===== config.mk =====
export PLATFORM = sky130hd
export DESIGN_NAME = can_net_param_bank
export DESIGN_NICKNAME = d
export VERILOG_FILES = /design/src/common/cnpb_pkg.sv /design/src/rtl/cnpb_speed_sat.sv /design/src/rtl/cnpb_out_route.sv /design/src/rtl/can_net_param_bank.sv
export VERILOG_INCLUDE_DIRS = /design/src /design/src/common
export SDC_FILE = /design/constraint.sdc
export NUM_CORES = 1
export LEC_CHECK = 0
export ABC_AREA = 1
export BUFFER_PORTS_ARGS = -buffer_cell sky130_fd_sc_hd__buf_2
export CELL_PAD_IN_SITES_DETAIL_PLACEMENT = 0
export CELL_PAD_IN_SITES_GLOBAL_PLACEMENT = 1
export CORE_ASPECT_RATIO = 1.75
export CORE_MARGIN = 1
export CORE_UTILIZATION = 41
export DETAILED_ROUTE_END_ITERATION = 7
export MAX_ROUTING_LAYER = met4
export PLACE_DENSITY_LB_ADDON = 0.12
export SETUP_SLACK_MARGIN = 0.2
export SYNTH_ARGS = -nofsm -noshare
export SYNTH_HDL_FRONTEND = slang
export SYNTH_SLANG_ARGS = --single-unit

===== constraint.sdc =====
create_clock -name clock -period 2.58 [get_ports clock]
set_input_delay 0.129 -clock clock [delete_from_list [all_inputs] [get_ports clock]]
set_output_delay 0.129 -clock clock [all_outputs]
set_load 0.005 [all_outputs]

===== src/common/cnpb_defines.svh =====
// constants of the can network parameter bank
`ifndef CNPB_DEFINES_SVH
`define CNPB_DEFINES_SVH
// ----------------------------------------------------------------------
// parameter indices on the parameter access port
// ----------------------------------------------------------------------
`define CNPB_IDX_CONTROL_WORD 4'h0
`define CNPB_IDX_SPEED_REF 4'h1
`define CNPB_IDX_DOUT_WORD 4'h2
`define CNPB_IDX_AOUT_WORD_1 4'h3
`define CNPB_IDX_AOUT_WORD_2 4'h4
`define CNPB_IDX_AOUT_WORD_3 4'h5
`define CNPB_IDX_PROTOCOL 4'h6
`define CNPB_IDX_NODE_ADDR 4'h7
`define CNPB_IDX_BIT_RATE 4'h8
// ----------------------------------------------------------------------
// field positions and reset values
// ----------------------------------------------------------------------
`define CNPB_CTRL_FWD_BIT 2
`define CNPB_RST_DOUT 5'h00
`define CNPB_RST_AOUT 16'h0000
`define CNPB_RST_PROTOCOL 2'h2
`define CNPB_RST_NODE_ADDR 7'h3f
`define CNPB_RST_BIT_RATE 4'h0
`define CNPB_RST_WORD 16'h0000
`define CNPB_BIT_RATE_MAX 4'h8
`define CNPB_DNET_ADDR_MAX 7'h3f
`define CNPB_SPEED_MAX 17'sh0_7fff
`define CNPB_SPEED_MIN -17'sh0_8000
`define CNPB_AOUT_FULL 16'h7fff
// ----------------------------------------------------------------------
// output function selector codes for the network words
// ----------------------------------------------------------------------
`define CNPB_DSEL_NET_WORD 4'h1
`define CNPB_ASEL_NET_WORD_1 4'h1
`define CNPB_ASEL_NET_WORD_2 4'h2
`define CNPB_ASEL_NET_WORD_3 4'h3
`endif


===== src/common/cnpb_pkg.sv =====
// types of the can network parameter bank
package cnpb_pkg;
  // protocol select codes
  typedef enum logic [1:0] {
    CNPB_PROTO_OFF = 2'h0,
    CNPB_PROTO_COPEN = 2'h1,
    CNPB_PROTO_DNET = 2'h2,
    CNPB_PROTO_RSVD = 2'h3
  } cnpb_proto_t;
  // interface state machine, one-hot
  typedef enum logic [2:0] {
    CNPB_ST_OFF = 3'b001,
    CNPB_ST_AUTOBAUD = 3'b010,
    CNPB_ST_RUN = 3'b100
  } cnpb_state_t;
endpackage


===== src/rtl/cnpb_speed_sat.sv =====
// signed speed reference direction resolve with 16-bit saturation
`timescale 1ns/10ps
`default_nettype none
`include "cnpb_defines.svh"
module cnpb_speed_sat
  import cnpb_pkg::*;
(
  // clock and reset
  input wire logic clock,
  input wire logic srst,
  // inputs
  input wire logic [15:0] network_speed_reference,
  input wire logic forward_bit,
  // outputs
  output logic [15:0] speed_command,
  output logic speed_forward
);
  // ----------------------------------------------------------------------
  // direction resolve
  // ----------------------------------------------------------------------
  logic signed [16:0] ref_ext;
  logic signed [16:0] ref_dir;
  logic [15:0] sat_next;
  always_comb begin
    ref_ext = {network_speed_reference[15], network_speed_reference};
    // clear forward bit turns the sense round
    if (forward_bit) begin
      ref_dir = ref_ext; // RULE1
    end else begin
      ref_dir = -ref_ext; // RULE2
    end
    // negating -32768 would wrap, so clamp instead
    if (ref_dir > `CNPB_SPEED_MAX) begin
      sat_next = 16'h7fff; // RULE3
    end else if (ref_dir < `CNPB_SPEED_MIN) begin
      sat_next = 16'h8000; // RULE3
    end else begin
      sat_next = ref_dir[15:0];
    end
  end
  // ----------------------------------------------------------------------
  // registered outputs; 8192 means rated frequency, scale is linear
  // ----------------------------------------------------------------------
  always_ff @(posedge clock) begin
    if (srst) begin
      speed_command <= `CNPB_RST_WORD;
      speed_forward <= 1'b1;
    end else begin
      speed_command <= sat_next; // RULE4
      speed_forward <= ~sat_next[15];
    end
  end
endmodule
`default_nettype wire


===== src/rtl/cnpb_out_route.sv =====
// routes network output words to the physical outputs by selector
`timescale 1ns/10ps
`default_nettype none
`include "cnpb_defines.svh"
module cnpb_out_route
  import cnpb_pkg::*;
(
  // clock and reset
  input wire logic clock,
  input wire logic srst,
  // network words
  input wire logic [4:0] digital_output_word,
  input wire logic [15:0] analog_output_word_1,
  input wire logic [15:0] analog_output_word_2,
  input wire logic [15:0] analog_output_word_3,
  // selectors and local values
  input wire logic [19:0] digital_output_function_selectors,
  input wire logic [4:0] dout_local,
  input wire logic [11:0] aout_sel,
  input wire logic [47:0] aout_local,
  // outputs
  output logic [4:0] digital_outputs,
  output logic [47:0] analog_outputs
);
  // ----------------------------------------------------------------------
  // analog word picked by a selector code
  // ----------------------------------------------------------------------
  function automatic logic [16:0] pick_word(input logic [3:0] sel);
    // bit 16 flags that a network word was chosen
    if (sel == `CNPB_ASEL_NET_WORD_1) begin
      pick_word = {1'b1, analog_output_word_1};
    end else if (sel == `CNPB_ASEL_NET_WORD_2) begin
      pick_word = {1'b1, analog_output_word_2};
    end else if (sel == `CNPB_ASEL_NET_WORD_3) begin
      pick_word = {1'b1, analog_output_word_3};
    end else begin
      pick_word = 17'h0_0000;
    end
  endfunction
  // ----------------------------------------------------------------------
  // per-output muxes
  // ----------------------------------------------------------------------
  genvar gi;
  generate
    for (gi = 0; gi < 5; gi++) begin : g_dout
      // a 1 closes the output, only when routed from the network word
      always_ff @(posedge clock) begin
        if (srst) begin
          digital_outputs[gi] <= 1'b0;
        end else if (digital_output_function_selectors[gi*4 +: 4] ==
                     `CNPB_DSEL_NET_WORD) begin
          digital_outputs[gi] <= digital_output_word[gi]; // RULE5 RULE6
        end else begin
          digital_outputs[gi] <= dout_local[gi];
        end
      end
    end
    for (gi = 0; gi < 3; gi++) begin : g_aout
      logic [16:0] picked;
      always_comb picked = pick_word(aout_sel[gi*4 +: 4]);
      // negative words clamp to 0 percent; 7fff is full scale
      always_ff @(posedge clock) begin
        if (srst) begin
          analog_outputs[gi*16 +: 16] <= `CNPB_RST_AOUT;
        end else if (picked[16]) begin
          analog_outputs[gi*16 +: 16] <= picked[15] ? `CNPB_RST_AOUT :
            (picked[15:0] & `CNPB_AOUT_FULL); // RULE7 RULE8
        end else begin
          analog_outputs[gi*16 +: 16] <= aout_local[gi*16 +: 16];
        end
      end
    end
  endgenerate
endmodule
`default_nettype wire


===== src/rtl/can_net_param_bank.sv =====
// network parameter bank of the inverter's can interface
`timescale 1ns/10ps
`default_nettype none
`include "cnpb_defines.svh"
// Behaviour
// RULE1 - forward bit set: positive reference is forward
// RULE2 - forward bit clear: reference sense inverted
// RULE3 - speed saturates at signed 16-bit limits
// RULE4 - 8192 equals rated frequency, linear scale
// RULE5 - five output bits, one closes output
// RULE6 - output follows bit only when selected
// RULE7 - analog words: 7fff is full scale
// RULE8 - analog output follows word it selects
// RULE9 - keypad cannot write analog words
// RULE10 - third analog channel is frequency output
// RULE11 - protocol codes off, copen, dnet, reserved
// RULE12 - protocol applied unpowered, autobaud or reset
// RULE13 - address 0..127, valid per protocol
// RULE14 - address applied unpowered, autobaud or reset
// RULE15 - bit rate codes 0 to 8
// RULE16 - canopen uses fixed rates, never autobaud
// RULE17 - devicenet autobauds except 500/250/125 codes
// RULE18 - bit rate applied unpowered or reset
// RULE19 - detected rate overwrites bit rate field
// RULE20 - out-of-range field writes are rejected
module can_net_param_bank
  import cnpb_pkg::*;
(
  // clock and reset
  input wire logic clock,
  input wire logic srst,
  // parameter access port
  input wire logic param_wr,
  input wire logic param_from_network,
  input wire logic [3:0] param_index,
  input wire logic [15:0] param_wdata,
  output logic [15:0] param_rdata,
  // can transceiver status pins
  input wire logic can_bus_powered,
  // protocol engine autobaud result
  input wire logic autobaud_done,
  input wire logic [3:0] autobaud_code,
  // output routing selectors and local values
  input wire logic [19:0] digital_output_function_selectors,
  input wire logic [3:0] analog_output_function_selector_a,
  input wire logic [3:0] analog_output_function_selector_b,
  input wire logic [3:0] analog_output_function_selector_c,
  input wire logic [4:0] dout_local,
  input wire logic [47:0] aout_local,
  // core-facing speed command
  output logic [15:0] speed_command,
  output logic speed_forward,
  // physical outputs
  output logic digital_output_one,
  output logic digital_output_two,
  output logic digital_output_three,
  output logic digital_output_four,
  output logic digital_output_five,
  output logic [15:0] analog_output_1,
  output logic [15:0] analog_output_2,
  output logic [15:0] frequency_output,
  // applied can configuration
  output logic [1:0] active_protocol,
  output logic [6:0] active_node_address,
  output logic [3:0] active_bit_rate,
  output logic autobaud_active,
  output logic can_enabled
);
  // ----------------------------------------------------------------------
  // stored parameters
  // ----------------------------------------------------------------------
  logic [15:0] network_control_word_reg; // control word
  logic [15:0] network_speed_reference_reg; // signed speed reference
  logic [4:0] digital_output_word_reg; // network output bits
  logic [15:0] analog_output_word_1_reg; // analog word 1
  logic [15:0] analog_output_word_2_reg; // analog word 2
  logic [15:0] analog_output_word_3_reg; // analog word 3
  logic [1:0] can_protocol_select_reg; // stored protocol
  logic [6:0] can_node_address_reg; // stored address
  logic [3:0] can_bit_rate_code_reg; // stored bit rate
  // applied copies
  logic [1:0] act_proto_reg;
  logic [6:0] act_addr_reg;
  logic [3:0] act_rate_reg;
  cnpb_state_t state_reg;
  cnpb_state_t state_next;
  // synchroniser for the bus power pin
  logic pwr_meta_reg;
  logic pwr_sync_reg;
  // write strobes
  logic net_wr;
  logic proto_ok;
  logic addr_ok;
  logic rate_ok;
  // ----------------------------------------------------------------------
  // decode helpers
  // ----------------------------------------------------------------------
  // rate codes that stay fixed under the given protocol
  function automatic logic rate_is_fixed(input logic [1:0] proto,
                                         input logic [3:0] code);
    if (proto == CNPB_PROTO_DNET) begin
      rate_is_fixed = (code == 4'h2) || (code == 4'h3) ||
                      (code == 4'h4); // RULE17
    end else begin
      rate_is_fixed = 1'b1; // RULE16
    end
  endfunction
  // address valid for protocol
  function automatic logic addr_valid(input logic [1:0] proto,
                                      input logic [6:0] addr);
    if (proto == CNPB_PROTO_COPEN) begin
      addr_valid = (addr != 7'h00);
    end else if (proto == CNPB_PROTO_DNET) begin
      addr_valid = (addr <= `CNPB_DNET_ADDR_MAX);
    end else begin
      addr_valid = 1'b1;
    end
  endfunction
  // ----------------------------------------------------------------------
  // write qualification
  // ----------------------------------------------------------------------
  assign net_wr = param_wr & param_from_network;
  // reserved code 3 and anything wider is refused
  assign proto_ok = (param_wdata[15:2] == 14'h0000) &&
                    (param_wdata[1:0] != CNPB_PROTO_RSVD); // RULE11 RULE20
  assign addr_ok = (param_wdata[15:7] == 9'h000) &&
                   addr_valid(can_protocol_select_reg,
                              param_wdata[6:0]); // RULE13 RULE20
  // code 1 reserved but legal: it triggers autobaud under devicenet
  assign rate_ok = (param_wdata[15:4] == 12'h000) &&
                   (param_wdata[3:0] <= `CNPB_BIT_RATE_MAX); // RULE15 RULE20
  // ----------------------------------------------------------------------
  // bus power pin synchroniser
  // ----------------------------------------------------------------------
  always_ff @(posedge clock) begin
    if (srst) begin
      pwr_meta_reg <= 1'b0;
      pwr_sync_reg <= 1'b0;
    end else begin
      pwr_meta_reg <= can_bus_powered;
      pwr_sync_reg <= pwr_meta_reg;
    end
  end
  // ----------------------------------------------------------------------
  // speed and control words, network only
  // ----------------------------------------------------------------------
  always_ff @(posedge clock) begin
    if (srst) begin
      network_control_word_reg <= `CNPB_RST_WORD;
      network_speed_reference_reg <= `CNPB_RST_WORD;
    end else if (net_wr) begin
      if (param_index == `CNPB_IDX_CONTROL_WORD) begin
        network_control_word_reg <= param_wdata;
      end else if (param_index == `CNPB_IDX_SPEED_REF) begin
        network_speed_reference_reg <= param_wdata;
      end
    end
  end
  // ----------------------------------------------------------------------
  // output words; analog words ignore keypad writes
  // ----------------------------------------------------------------------
  always_ff @(posedge clock) begin
    if (srst) begin
      digital_output_word_reg <= `CNPB_RST_DOUT;
      analog_output_word_1_reg <= `CNPB_RST_AOUT;
      analog_output_word_2_reg <= `CNPB_RST_AOUT;
      analog_output_word_3_reg <= `CNPB_RST_AOUT;
    end else if (param_wr) begin
      if (param_index == `CNPB_IDX_DOUT_WORD) begin
        digital_output_word_reg <= param_wdata[4:0]; // RULE5
      end else if (!param_from_network) begin
        // local sources cannot touch the analog words
      end else if (param_index == `CNPB_IDX_AOUT_WORD_1) begin
        analog_output_word_1_reg <= param_wdata; // RULE9
      end else if (param_index == `CNPB_IDX_AOUT_WORD_2) begin
        analog_output_word_2_reg <= param_wdata; // RULE9
      end else if (param_index == `CNPB_IDX_AOUT_WORD_3) begin
        analog_output_word_3_reg <= param_wdata; // RULE9
      end
    end
  end
  // ----------------------------------------------------------------------
  // can configuration fields; detected rate wins over a same-cycle write
  // ----------------------------------------------------------------------
  always_ff @(posedge clock) begin
    if (srst) begin
      can_protocol_select_reg <= `CNPB_RST_PROTOCOL;
      can_node_address_reg <= `CNPB_RST_NODE_ADDR;
      can_bit_rate_code_reg <= `CNPB_RST_BIT_RATE;
    end else begin
      if (param_wr && param_index == `CNPB_IDX_PROTOCOL && proto_ok) begin
        can_protocol_select_reg <= param_wdata[1:0]; // RULE20
      end
      if (param_wr && param_index == `CNPB_IDX_NODE_ADDR && addr_ok) begin
        can_node_address_reg <= param_wdata[6:0]; // RULE20
      end
      if (state_reg == CNPB_ST_AUTOBAUD && autobaud_done) begin
        can_bit_rate_code_reg <= autobaud_code; // RULE19
      end else if (param_wr && param_index == `CNPB_IDX_BIT_RATE &&
                   rate_ok) begin
        can_bit_rate_code_reg <= param_wdata[3:0]; // RULE20
      end
    end
  end
  // ----------------------------------------------------------------------
  // interface state machine
  // ----------------------------------------------------------------------
  always_comb begin
    state_next = state_reg;
    case (state_reg)
      CNPB_ST_OFF: begin
        // starts only once the bus has power and a protocol is set
        if (pwr_sync_reg && can_protocol_select_reg != CNPB_PROTO_OFF) begin
          if (rate_is_fixed(can_protocol_select_reg,
                            can_bit_rate_code_reg)) begin
            state_next = CNPB_ST_RUN;
          end else begin
            state_next = CNPB_ST_AUTOBAUD; // RULE17
          end
        end
      end
      CNPB_ST_AUTOBAUD: begin
        if (!pwr_sync_reg) begin
          state_next = CNPB_ST_OFF;
        end else if (autobaud_done) begin
          state_next = CNPB_ST_RUN; // RULE19
        end
      end
      CNPB_ST_RUN: begin
        // a new autobaud code is taken only after power loss
        if (!pwr_sync_reg) begin
          state_next = CNPB_ST_OFF;
        end
      end
      default: begin
        state_next = CNPB_ST_OFF;
      end
    endcase
  end
  always_ff @(posedge clock) begin
    if (srst) begin
      state_reg <= CNPB_ST_OFF;
    end else begin
      state_reg <= state_next;
    end
  end
  // ----------------------------------------------------------------------
  // applied configuration: protocol and address latched while unpowered or in autobaud, bit rate while unpowered or at autobaud end
  // ----------------------------------------------------------------------
  always_ff @(posedge clock) begin
    if (srst) begin
      // a reset stands in for the power cycle
      act_proto_reg <= `CNPB_RST_PROTOCOL;
      act_addr_reg <= `CNPB_RST_NODE_ADDR;
      act_rate_reg <= `CNPB_RST_BIT_RATE;
    end else begin
      if (state_reg != CNPB_ST_RUN) begin
        act_proto_reg <= can_protocol_select_reg; // RULE12
        act_addr_reg <= can_node_address_reg; // RULE14
      end
      if (state_reg == CNPB_ST_OFF ||
          (state_reg == CNPB_ST_AUTOBAUD && autobaud_done)) begin
        act_rate_reg <= (state_reg == CNPB_ST_OFF) ?
          can_bit_rate_code_reg : autobaud_code; // RULE18
      end
    end
  end
  assign active_protocol = act_proto_reg;
  assign active_node_address = act_addr_reg;
  assign active_bit_rate = act_rate_reg;
  assign autobaud_active = (state_reg == CNPB_ST_AUTOBAUD);
  assign can_enabled = (state_reg == CNPB_ST_RUN);
  // ----------------------------------------------------------------------
  // read mux, unmapped indices read zero
  // ----------------------------------------------------------------------
  always_comb begin
    if (param_index == `CNPB_IDX_CONTROL_WORD) begin
      param_rdata = network_control_word_reg;
    end else if (param_index == `CNPB_IDX_SPEED_REF) begin
      param_rdata = network_speed_reference_reg;
    end else if (param_index == `CNPB_IDX_DOUT_WORD) begin
      param_rdata = {11'h000, digital_output_word_reg};
    end else if (param_index == `CNPB_IDX_AOUT_WORD_1) begin
      param_rdata = analog_output_word_1_reg;
    end else if (param_index == `CNPB_IDX_AOUT_WORD_2) begin
      param_rdata = analog_output_word_2_reg;
    end else if (param_index == `CNPB_IDX_AOUT_WORD_3) begin
      param_rdata = analog_output_word_3_reg;
    end else if (param_index == `CNPB_IDX_PROTOCOL) begin
      param_rdata = {14'h0000, can_protocol_select_reg};
    end else if (param_index == `CNPB_IDX_NODE_ADDR) begin
      param_rdata = {9'h000, can_node_address_reg};
    end else if (param_index == `CNPB_IDX_BIT_RATE) begin
      param_rdata = {12'h000, can_bit_rate_code_reg};
    end else begin
      param_rdata = 16'h0000;
    end
  end
  // ----------------------------------------------------------------------
  // submodules
  // ----------------------------------------------------------------------
  cnpb_speed_sat u_speed (
    .clock(clock),
    .srst(srst),
    .network_speed_reference(network_speed_reference_reg),
    .forward_bit(network_control_word_reg[`CNPB_CTRL_FWD_BIT]), // RULE1
    .speed_command(speed_command),
    .speed_forward(speed_forward)
  );
  logic [4:0] dout_vec;
  logic [47:0] aout_vec;
  cnpb_out_route u_route (
    .clock(clock),
    .srst(srst),
    .digital_output_word(digital_output_word_reg),
    .analog_output_word_1(analog_output_word_1_reg),
    .analog_output_word_2(analog_output_word_2_reg),
    .analog_output_word_3(analog_output_word_3_reg),
    .digital_output_function_selectors(digital_output_function_selectors),
    .dout_local(dout_local),
    .aout_sel({analog_output_function_selector_c,
               analog_output_function_selector_b,
               analog_output_function_selector_a}),
    .aout_local(aout_local),
    .digital_outputs(dout_vec),
    .analog_outputs(aout_vec)
  );
  assign digital_output_one = dout_vec[0];
  assign digital_output_two = dout_vec[1];
  assign digital_output_three = dout_vec[2];
  assign digital_output_four = dout_vec[3];
  assign digital_output_five = dout_vec[4];
  assign analog_output_1 = aout_vec[15:0];
  assign analog_output_2 = aout_vec[31:16];
  // third channel drives the frequency output
  assign frequency_output = aout_vec[47:32]; // RULE10
endmodule
`default_nettype wire


======== Word level (Yosys, flattened, before mapping) ========
Index checks and enable logic that the tools add are counted.
cells by class
  add/sub/neg operators ................... 1
  multiply operators ...................... 0
  divide/modulo/power cells ............... 0
  order comparisons ....................... 4
  equality and inequality tests ........... 35
  shifts and indexed selects .............. 0
  muxes and demuxes ....................... 46
  bitwise logic cells ..................... 6
  reductions and logical operators ........ 28
operator list
  kind                  number
  $mux 16               11
  $mux 17               10
  $mux 15               3
  $eq 4x2->1 const B    10
  $eq 4x1->1 const B    9
  $eq 4x3->1 const B    5
  $gt 17x16->1 const B  1
  $lt 17x16->1 const B  1
  $neg 16->17           1
  $mux 4                4
  $mux 3                5
  $logic_not 14->1      1
  $mux 7                2
  $logic_not 12->1      1
  $logic_and 1x1->1     11
  $mux 1                10
  $logic_not 9->1       1
  $pmux 3 s3            1
  $le 7x6->1 const B    1
  $reduce_bool 7->1     1
  $ne 2x2->1 const B    3
  $ne 3x3->1 const B    2
  $reduce_and 3->1      2
  $reduce_and 6->1      1
  other kinds (15)      23
word-level totals
  bits in registers ....................... 186
  bits in latches ......................... 0
  RAM bits ................................ 0
  bits in read-only memories .............. 0
  input bits .............................. 115
  output and inout bits ................... 101
  word-level logic and storage cells ...... 145
  memories ................................ 0

======== Logic depth before layout (Yosys ltp) ========
Gate-level depths: netlist of the first run.
  depth after elaboration ................. 10
  mapped depth ............................ 11
  mapped depth without buffers ............ 10

======== Hierarchy ========
A second synthesis of the first run with hierarchy kept.
unflattened totals
  cell total of the unflattened synthesis .. 1567
  area, all modules ....................... 9928.3 um^2
modules (own cells, without submodules)
  module              instances  cells each  area each (um^2)  seq. area each (um^2)
  can_net_param_bank  1          768         5218.8            2322.2
  cnpb_out_route      1          647         3647.2            1061.0
  cnpb_speed_sat      1          152         1062.3            340.3

======== Worst setup path before layout of the first run ========
Ideal clock, no wire load.
  path kind ............................... reg2reg
  start point ............................. register network_speed_reference_reg[0]
  end point ............................... register u_speed.speed_command[6]
  library setup time ...................... 112 ps
  arrival time ............................ 1326 ps
  data required time ...................... 2468 ps
  slack ................................... 1142 ps
  cell stages (with the launch flop) ...... 12
  path buffers ............................ 1
  period minus slack after synthesis ...... 1438 ps
  cell sequence ........................... dfxtp_1 inv_1 ha_1 nand3_1 nor2_1 nand2_1 nand3_1 nor2_1 nor2_2 buf_4 nand2_1 nand2_1
on the way
  cells in the longest elaborated chain, start to end .. 5
  elaborated cells between the ends (all ways) .. 6
  those cells by class .................... 1 x add/sub; 2 x order compare; 3 x mux
ends and longest elaborated chain
  item                           RTL line                   source
  start, declared                can_net_param_bank.sv:73   logic [15:0] network_speed_reference_reg;
  start signal, assigned         can_net_param_bank.sv:150  network_speed_reference_reg <= `CNPB_RST_WORD;
  start signal, assigned         can_net_param_bank.sv:155  network_speed_reference_reg <= param_wdata;
  $neg 16->17                    cnpb_speed_sat.sv:30       ref_dir = -ref_ext;
  $mux 17 *                      cnpb_speed_sat.sv:27       if (forward_bit) begin
  $lt 17x16->1 (no source line)  --
  $mux 16                        cnpb_speed_sat.sv:35       end else if (ref_dir < `CNPB_SPEED_MIN) begin
  $mux 16 *                      cnpb_speed_sat.sv:33       if (ref_dir > `CNPB_SPEED_MAX) begin
  end signal, assigned           cnpb_speed_sat.sv:46       speed_command <= `CNPB_RST_WORD;
  end signal, assigned           cnpb_speed_sat.sv:49       speed_command <= sat_next;
  end, declared                  cnpb_speed_sat.sv:15       output logic [15:0] speed_command,
Mark *: on every way between the ends. The rest lies on a longest branch, timed or not.
A chain may end at the register's enable or synchronous reset.

======== Worst setup path after layout of the first run ========
  start point ............................. register state_reg[1]
  end point ............................... output can_enabled
on the way
  cells in the longest elaborated chain, start to end .. 1
ends and longest elaborated chain
  item                    RTL line                   source
  start, declared         can_net_param_bank.sv:85   cnpb_state_t state_reg;
  start signal, assigned  can_net_param_bank.sv:244  state_reg <= state_next;
  $eq 3x3->1              can_net_param_bank.sv:272  assign can_enabled = (state_reg == CNPB_ST_RUN);
  end, declared           can_net_param_bank.sv:67   output logic can_enabled
No other way between the ends.

==> reports/qor.txt, run 1 <==
run status - finished, final reports clean
crit path DAT - 1.79 ns
GR Overflow Total - 0
boundary pin count - 216
unrepaired setup endpoints after global routing - false
Worst Tran Pin Value - 0.6549 ns
pwr/cell area - 604.3 nW/um^2
Biggest register - u_route.analog_outputs
CP endpoint - can_enabled
commonest non-fill, non-tap cell in the layout - nand2_1
R2R Path End - u_speed.speed_command[12]
most frequent cells in the layout - nand2_1, buf_2, dfxtp_1
Finished Core Util - 53.76%
Clk Latency, worst-skew pair - 0.44 ns
total track usage - 26.92%
Syn Area/Cell - 7.057 um^2
1st-iter DRT viols - 431
Layout Nets - 1618
CTS tree - done
max reg flops - 48
final-layout fill cell count - 2152
Core ar. - 21020 um^2
Pint - 5.030 mW
class of the worst hold path - in -> reg
worst rel slew slack - 56.29%
row cnt - 70
R2R Path Start - network_speed_reference_reg[0]
max cap viols - 0
initial antenna violation count - 0
Cell Count, Final, Fillers Out - 1766
cells along the critical path - inv_1 > nand3_1 > clkinv_1 > buf_2
Via density - 5.283
Tmin final - 1.920 ns
Seq pwr share - 44.8%
CP max-delay cell - nand3_1
CTS root buf - clkbuf_16
type of the worst setup path - reg -> out
Final ANT Viol Nets - 0
Max Clock Freq - 520.9 MHz
Net Sw Frac - 26.34%
Yosys Warn Count - 0
deepest clock path buffer count - 2
post-synth cell types - 35
largest net degree at the start of global routing - 42
Reg clk slew, reported paths - 0.07 ns
DRT Pass-1 Iters - 5
Setup Viol. Count Final - 0
global-route wire length before repair - 45370 um
combinational power share - 15.0%
Synth Register Bits - 186
type of origin of the critical path - flip-flop
top fanout value on the critical path - 11
CTS buffer count - 17
top_reg_cell synth - dfxtp_1
area leader, netlist - dfxtp_1
# DRC - 0
worst reg2reg setup slack - 0.76 ns
Post-synth EDFFs - 0
share of cells above drive strength 1 - 19.75%
Die Y-Extent - 196.7 um
Area Growth Syn to Fin - 27.29%
synthesized cell area - 8877 um^2
Die X - 113.2 um
Inst Count DP - 1678
postcts setup bufs - 0
Tcrit/Tclk final - 74.42%
vias in the first global route - 9054
Seq/Total Area, Yosys - 41.95%
hpwl dp - 21230 um
CP required - 2.45 ns
clock share of power - 40.2%
R2R depth - 10
n_diodes - 0
CP max stage delay - 0.36 ns
Slew Limit Fails - 0
initial core utilization - 42.23%
P_leak - 5.028 nW
Port-buffer cells - 215
WL/cell - 16.32 um
Setup Skew - 0.008326 ns
Die ar. - 22270 um^2
Placer Congestion - 0.8524
Setup TNS - 0 ns
Fin. Hold Viols - 0
Crit. End Element - primary output
final setup margin - 0.6601 ns
top-area cell type share of the netlist area - 41.95%
clock sink count - 186
VDD IR max - 421.4 uV
FF/Latch Area - 3724 um^2
switching power - 1.799 mW
syn nets - 1374
H-tree depth - 4
post-placement worst setup slack - 0.5548 ns
multi-input logic area - 4283 um^2
post-detailed-routing wire length - 28820 um
Synth area leaders - dfxtp_1, nand2_1, a21oi_1
Synth async-reset ratio - 0%
routed vias - 9329
Worst Setup SP - state_reg[1]
cells after synthesis - 1258
worst hold slack - 0.01334 ns
[cell families after synthesis]
logic type | count (synthesis) | synth area share [%]
flip-flops | 186 | 41.95
buffers and inverters | 216 | 9.810
AO/OA/AOI/OAI | 358 | 22.71
AND/OR/NAND/NOR | 488 | 24.51
adder cells (fa/ha/maj) | 1 | 0.1409
XOR/XNOR | 9 | 0.8880
[cell type report]
class,instances,share of cell area (%)
clock inverter,13,1.572
inverter,149,4.972
timing repair buffer,292,16.01
clock buffer,18,3.798
multi-input combinational,856,37.90
tap,252,2.790
sequential,186,32.95
[Yosys cell counts (2+ instances only)]
| library cell | count |
|---|---|
| nand3b_1 | 31 |
| nand2_2 | 8 |
| nor4_1 | 2 |
| buf_2 | 28 |
| o211ai_1 | 31 |
| nor2_1 | 63 |
| dfxtp_1 | 186 |
| o22ai_1 | 10 |
| nand4_1 | 6 |
| a31oi_1 | 3 |
| nand2_1 | 276 |
| o21ai_1 | 9 |
| nand3_1 | 79 |
| nor3_1 | 6 |
| inv_1 | 139 |
| a311oi_1 | 4 |
| nor2_4 | 4 |
| clkbuf_1 | 33 |
| buf_4 | 4 |
| inv_2 | 8 |
| o221ai_1 | 30 |
| a21oi_1 | 137 |
| nor2_2 | 9 |
| o21ai_0 | 133 |
| xor2_1 | 9 |
[critical path, delay by kind of cell, from the launching register on]
family,cells,cell delay (ns)
AND/OR/NAND/NOR,1,0.36
flip-flops,1,0.35
buffers and inverters,3,0.64
[what timing repair did]
action,4_1_cts,5_1_grt
hold buffers,57,0
endpoints found under the hold margin,56,0
gates resized for setup,0,0
[through the flow]
stage | cell area, um^2 | power [mW]
floorplan | 8877 | 3.673
global placement | 10120 | 4.076
detailed placement | 10120 | 4.083
CTS | 11300 | 6.879
global route | 11300 | 7.111
finish | 11300 | 6.829
[metal layers]
metal / vias up / share of wire (%) / global-route usage, % / wire length [um]
li1: 4694 / - / - / -
met1: 4294 / 40 / 28.01 / 11660
met2: 276 / 52 / 48.85 / 14890
met3: 65 / 3.6 / 3.506 / 1049
met4: 0 / 4.2 / 14.23 / 1224
met5: - / 0 / - / 0
[worst min-delay path by stage]
stage / start / to / slack (ns) / depth (start not counted)
floorplan: can_bus_powered / pwr_meta_reg / 0.24 / 2
global placement: can_bus_powered / pwr_meta_reg / 0.34 / 3
detailed placement: can_bus_powered / pwr_meta_reg / 0.35 / 3
CTS: autobaud_done / state_reg[1] / 0.004 / 4
global route: digital_output_function_selectors[9] / u_route.digital_outputs[2] / 0.03 / 4
finish: autobaud_code[3] / active_bit_rate[3] / 0.01 / 3
[power by group through the flow]
| stage | clock, mW | combinational (mW) | sequential, mW |
|---|---|---|---|
| after CTS | 2.79 | 1.03 | 3.06 |
| after floorplan | 0 | 0.539 | 3.13 |
| after global placement | 0 | 0.952 | 3.12 |
| final | 2.75 | 1.02 | 3.06 |
| after detailed placement | 0 | 0.959 | 3.12 |
| after global routing | 2.89 | 1.15 | 3.07 |
(Power assumes the default switching activity.)
==> inputs of run 2 (changes only) <==
Settings changed: CORE_UTILIZATION 41 to 34.
Clock period 2.58 ns to 1.6 ns, I/O delays scaled along.
==> reports/qor.txt, run 2 (same netlist as run 1, synthesis figures left out) <==
max cap viols - 0
post-placement worst setup slack - -0.1509 ns
1st-iter DRT viols - 494
Worst Tran Pin Value - 0.4501 ns
final setup margin - -0.006125 ns
CTS tree - done
clock share of power - 40.5%
CP top delay family - compound AO/OA/AOI/OAI gates
Inst Count DP - 1784
max reg flops - 48
initial antenna violation count - 0
type of the worst setup path - reg -> out
unrepaired setup endpoints after global routing - true
Cell Count, Final, Fillers Out - 1960
crit path buf inv count - 3
share of cells above drive strength 1 - 35.52%
global-route wire length before repair - 50720 um
clock sink count - 186
run status - complete, but fails checks
boundary pin count - 216
GR Overflow Total - 0
initial core utilization - 34.90%
Placer Congestion - 0.8867
Tmin final - 1.606 ns
failing checks - hold timing, setup timing
Die ar. - 26780 um^2
deepest clock path buffer count - 2
Biggest register - u_route.analog_outputs
cells along the critical path - inv_2 > buf_6 > o22ai_4 > a21oi_2 > o211ai_1 > buf_2
Die Y-Extent - 215.8 um
Net Sw Frac - 27.42%
Crit. End Element - primary output
CTS buffer count - 17
worst hold slack - -0.009244 ns
total track usage - 25.72%
Layout Nets - 1747
post-detailed-routing wire length - 33260 um
class of the worst hold path - in -> reg
Final ANT Viol Nets - 0
hpwl dp - 23790 um
routed vias - 9822
row cnt - 77
CP required - 1.52 ns
Core ar. - 25430 um^2
Slew Limit Fails - 0
Fin. Hold Viols - 1
P_leak - 5.951 nW
commonest non-fill, non-tap cell in the layout - nand2_1
n_diodes - 0
crit path DAT - 1.53 ns
combinational power share - 17.7%
# DRC - 0
Setup Skew - 0.008154 ns
Max Clock Freq - 622.6 MHz
top fanout value on the critical path - 2
Clk Latency, worst-skew pair - 0.46 ns
Via density - 5.011
VDD IR max - 771.8 uV
type of origin of the critical path - flip-flop
Setup Viol. Count Final - 1
Tcrit/Tclk final - 100.4%
switching power - 3.238 mW
placed inst area - 10590 um^2
fin area - 13300 um^2
Reg clk slew, reported paths - 0.07 ns
Port-buffer cells - 215
most frequent cells in the layout - nand2_1, buf_2, dfxtp_1
WL/cell - 16.97 um
CTS root buf - clkbuf_16
worst rel slew slack - 69.76%
pwr/cell area - 888.3 nW/um^2
largest net degree at the start of global routing - 33
Pint - 8.572 mW
Overall Power - 11.81 mW
Area Growth Syn to Fin - 49.78%
vias in the first global route - 9610
DRT Pass-1 Iters - 5
CP max-delay cell - dfxtp_2
H-tree depth - 4
CP max stage delay - 0.32 ns
Seq pwr share - 41.8%
Die X - 124.1 um
[run 2: cell count changes in the layout (fill, tap and decap cells not counted), sizes merged]
cell,previous run,this run
bufinv,4,5
nand3,80,81
clkbuf,18,21
dlygate4sd3,57,88
buf,235,328
bufbuf,0,1
[run 2: tightest hold or removal path, delay by kind of cell]
family / cells / cell delay (ns)
buffers and inverters: 1 / 0.10
and+or+nand+nor: 1 / 0.12
AOI/OAI and AO/OA: 1 / 0.09
[run 2: stage by stage]
stage	setup TNS (ns)	hold WS, ns	util (%)
finish	-0.006125	-0.009244	52.28
global route	-0.2671	0.02938	52.28
floorplan	0	0.1870	-
CTS	-0.04747	0.0008860	49.98
global placement	-1.056	0.2831	41.64
detailed placement	-1.898	0.2867	41.64
[run 2: power by group through the flow]
stage / registers [mW] / logic, mW / clock network [mW]
detailed placement: 5.04 / 1.65 / 0
CTS: 4.94 / 1.91 / 4.87
global placement: 5.04 / 1.65 / 0
floorplan: 5.05 / 0.874 / 0
finish: 4.94 / 2.09 / 4.78
global route: 4.97 / 2.32 / 5.03
[run 2: final cells by class]
type                            instances  area [um^2]
Clock inverter                         14        219.0
Tap cell                              316        395.4
Multi-Input combinational cell        857         4851
Fill cell                            2613        12140
Sequential cell                       186         3794
Timing Repair Buffer                  420         3027
Clock buffer                           18        439.2
Inverter                              149        571.8
[run 2: repair_timing]
action	in CTS	in global routing
gates cloned	1	3
endpoints found under the setup margin	46	89
resized for setup	125	120
hold buffers	88	0
pin swaps	42	52
endpoints found under the hold margin	70	0
setup buffers	37	15
[run 2: path summary, 6_finish.rpt]
kind,cells after the start,slack (ns),from,endpoint
worst min-delay path,3,-0.009,digital_output_function_selectors[15],u_route.digital_outputs[3]
worst max register to register,11,0.04,network_speed_reference_reg[0],u_speed.speed_command[4]
worst max-delay path,6,-0.006,analog_output_word_2_reg[15],param_rdata[15]
worst min register to register,2,0.41,pwr_meta_reg,pwr_sync_reg
[run 2: routing by layer]
metal,track usage [%],share of wire (%),up-vias
met2,46.21,54,251
met1,27.73,40,4529
met4,10.56,3.3,0
met3,3.171,3.0,66
met5,-,0,-
li1,-,-,4976
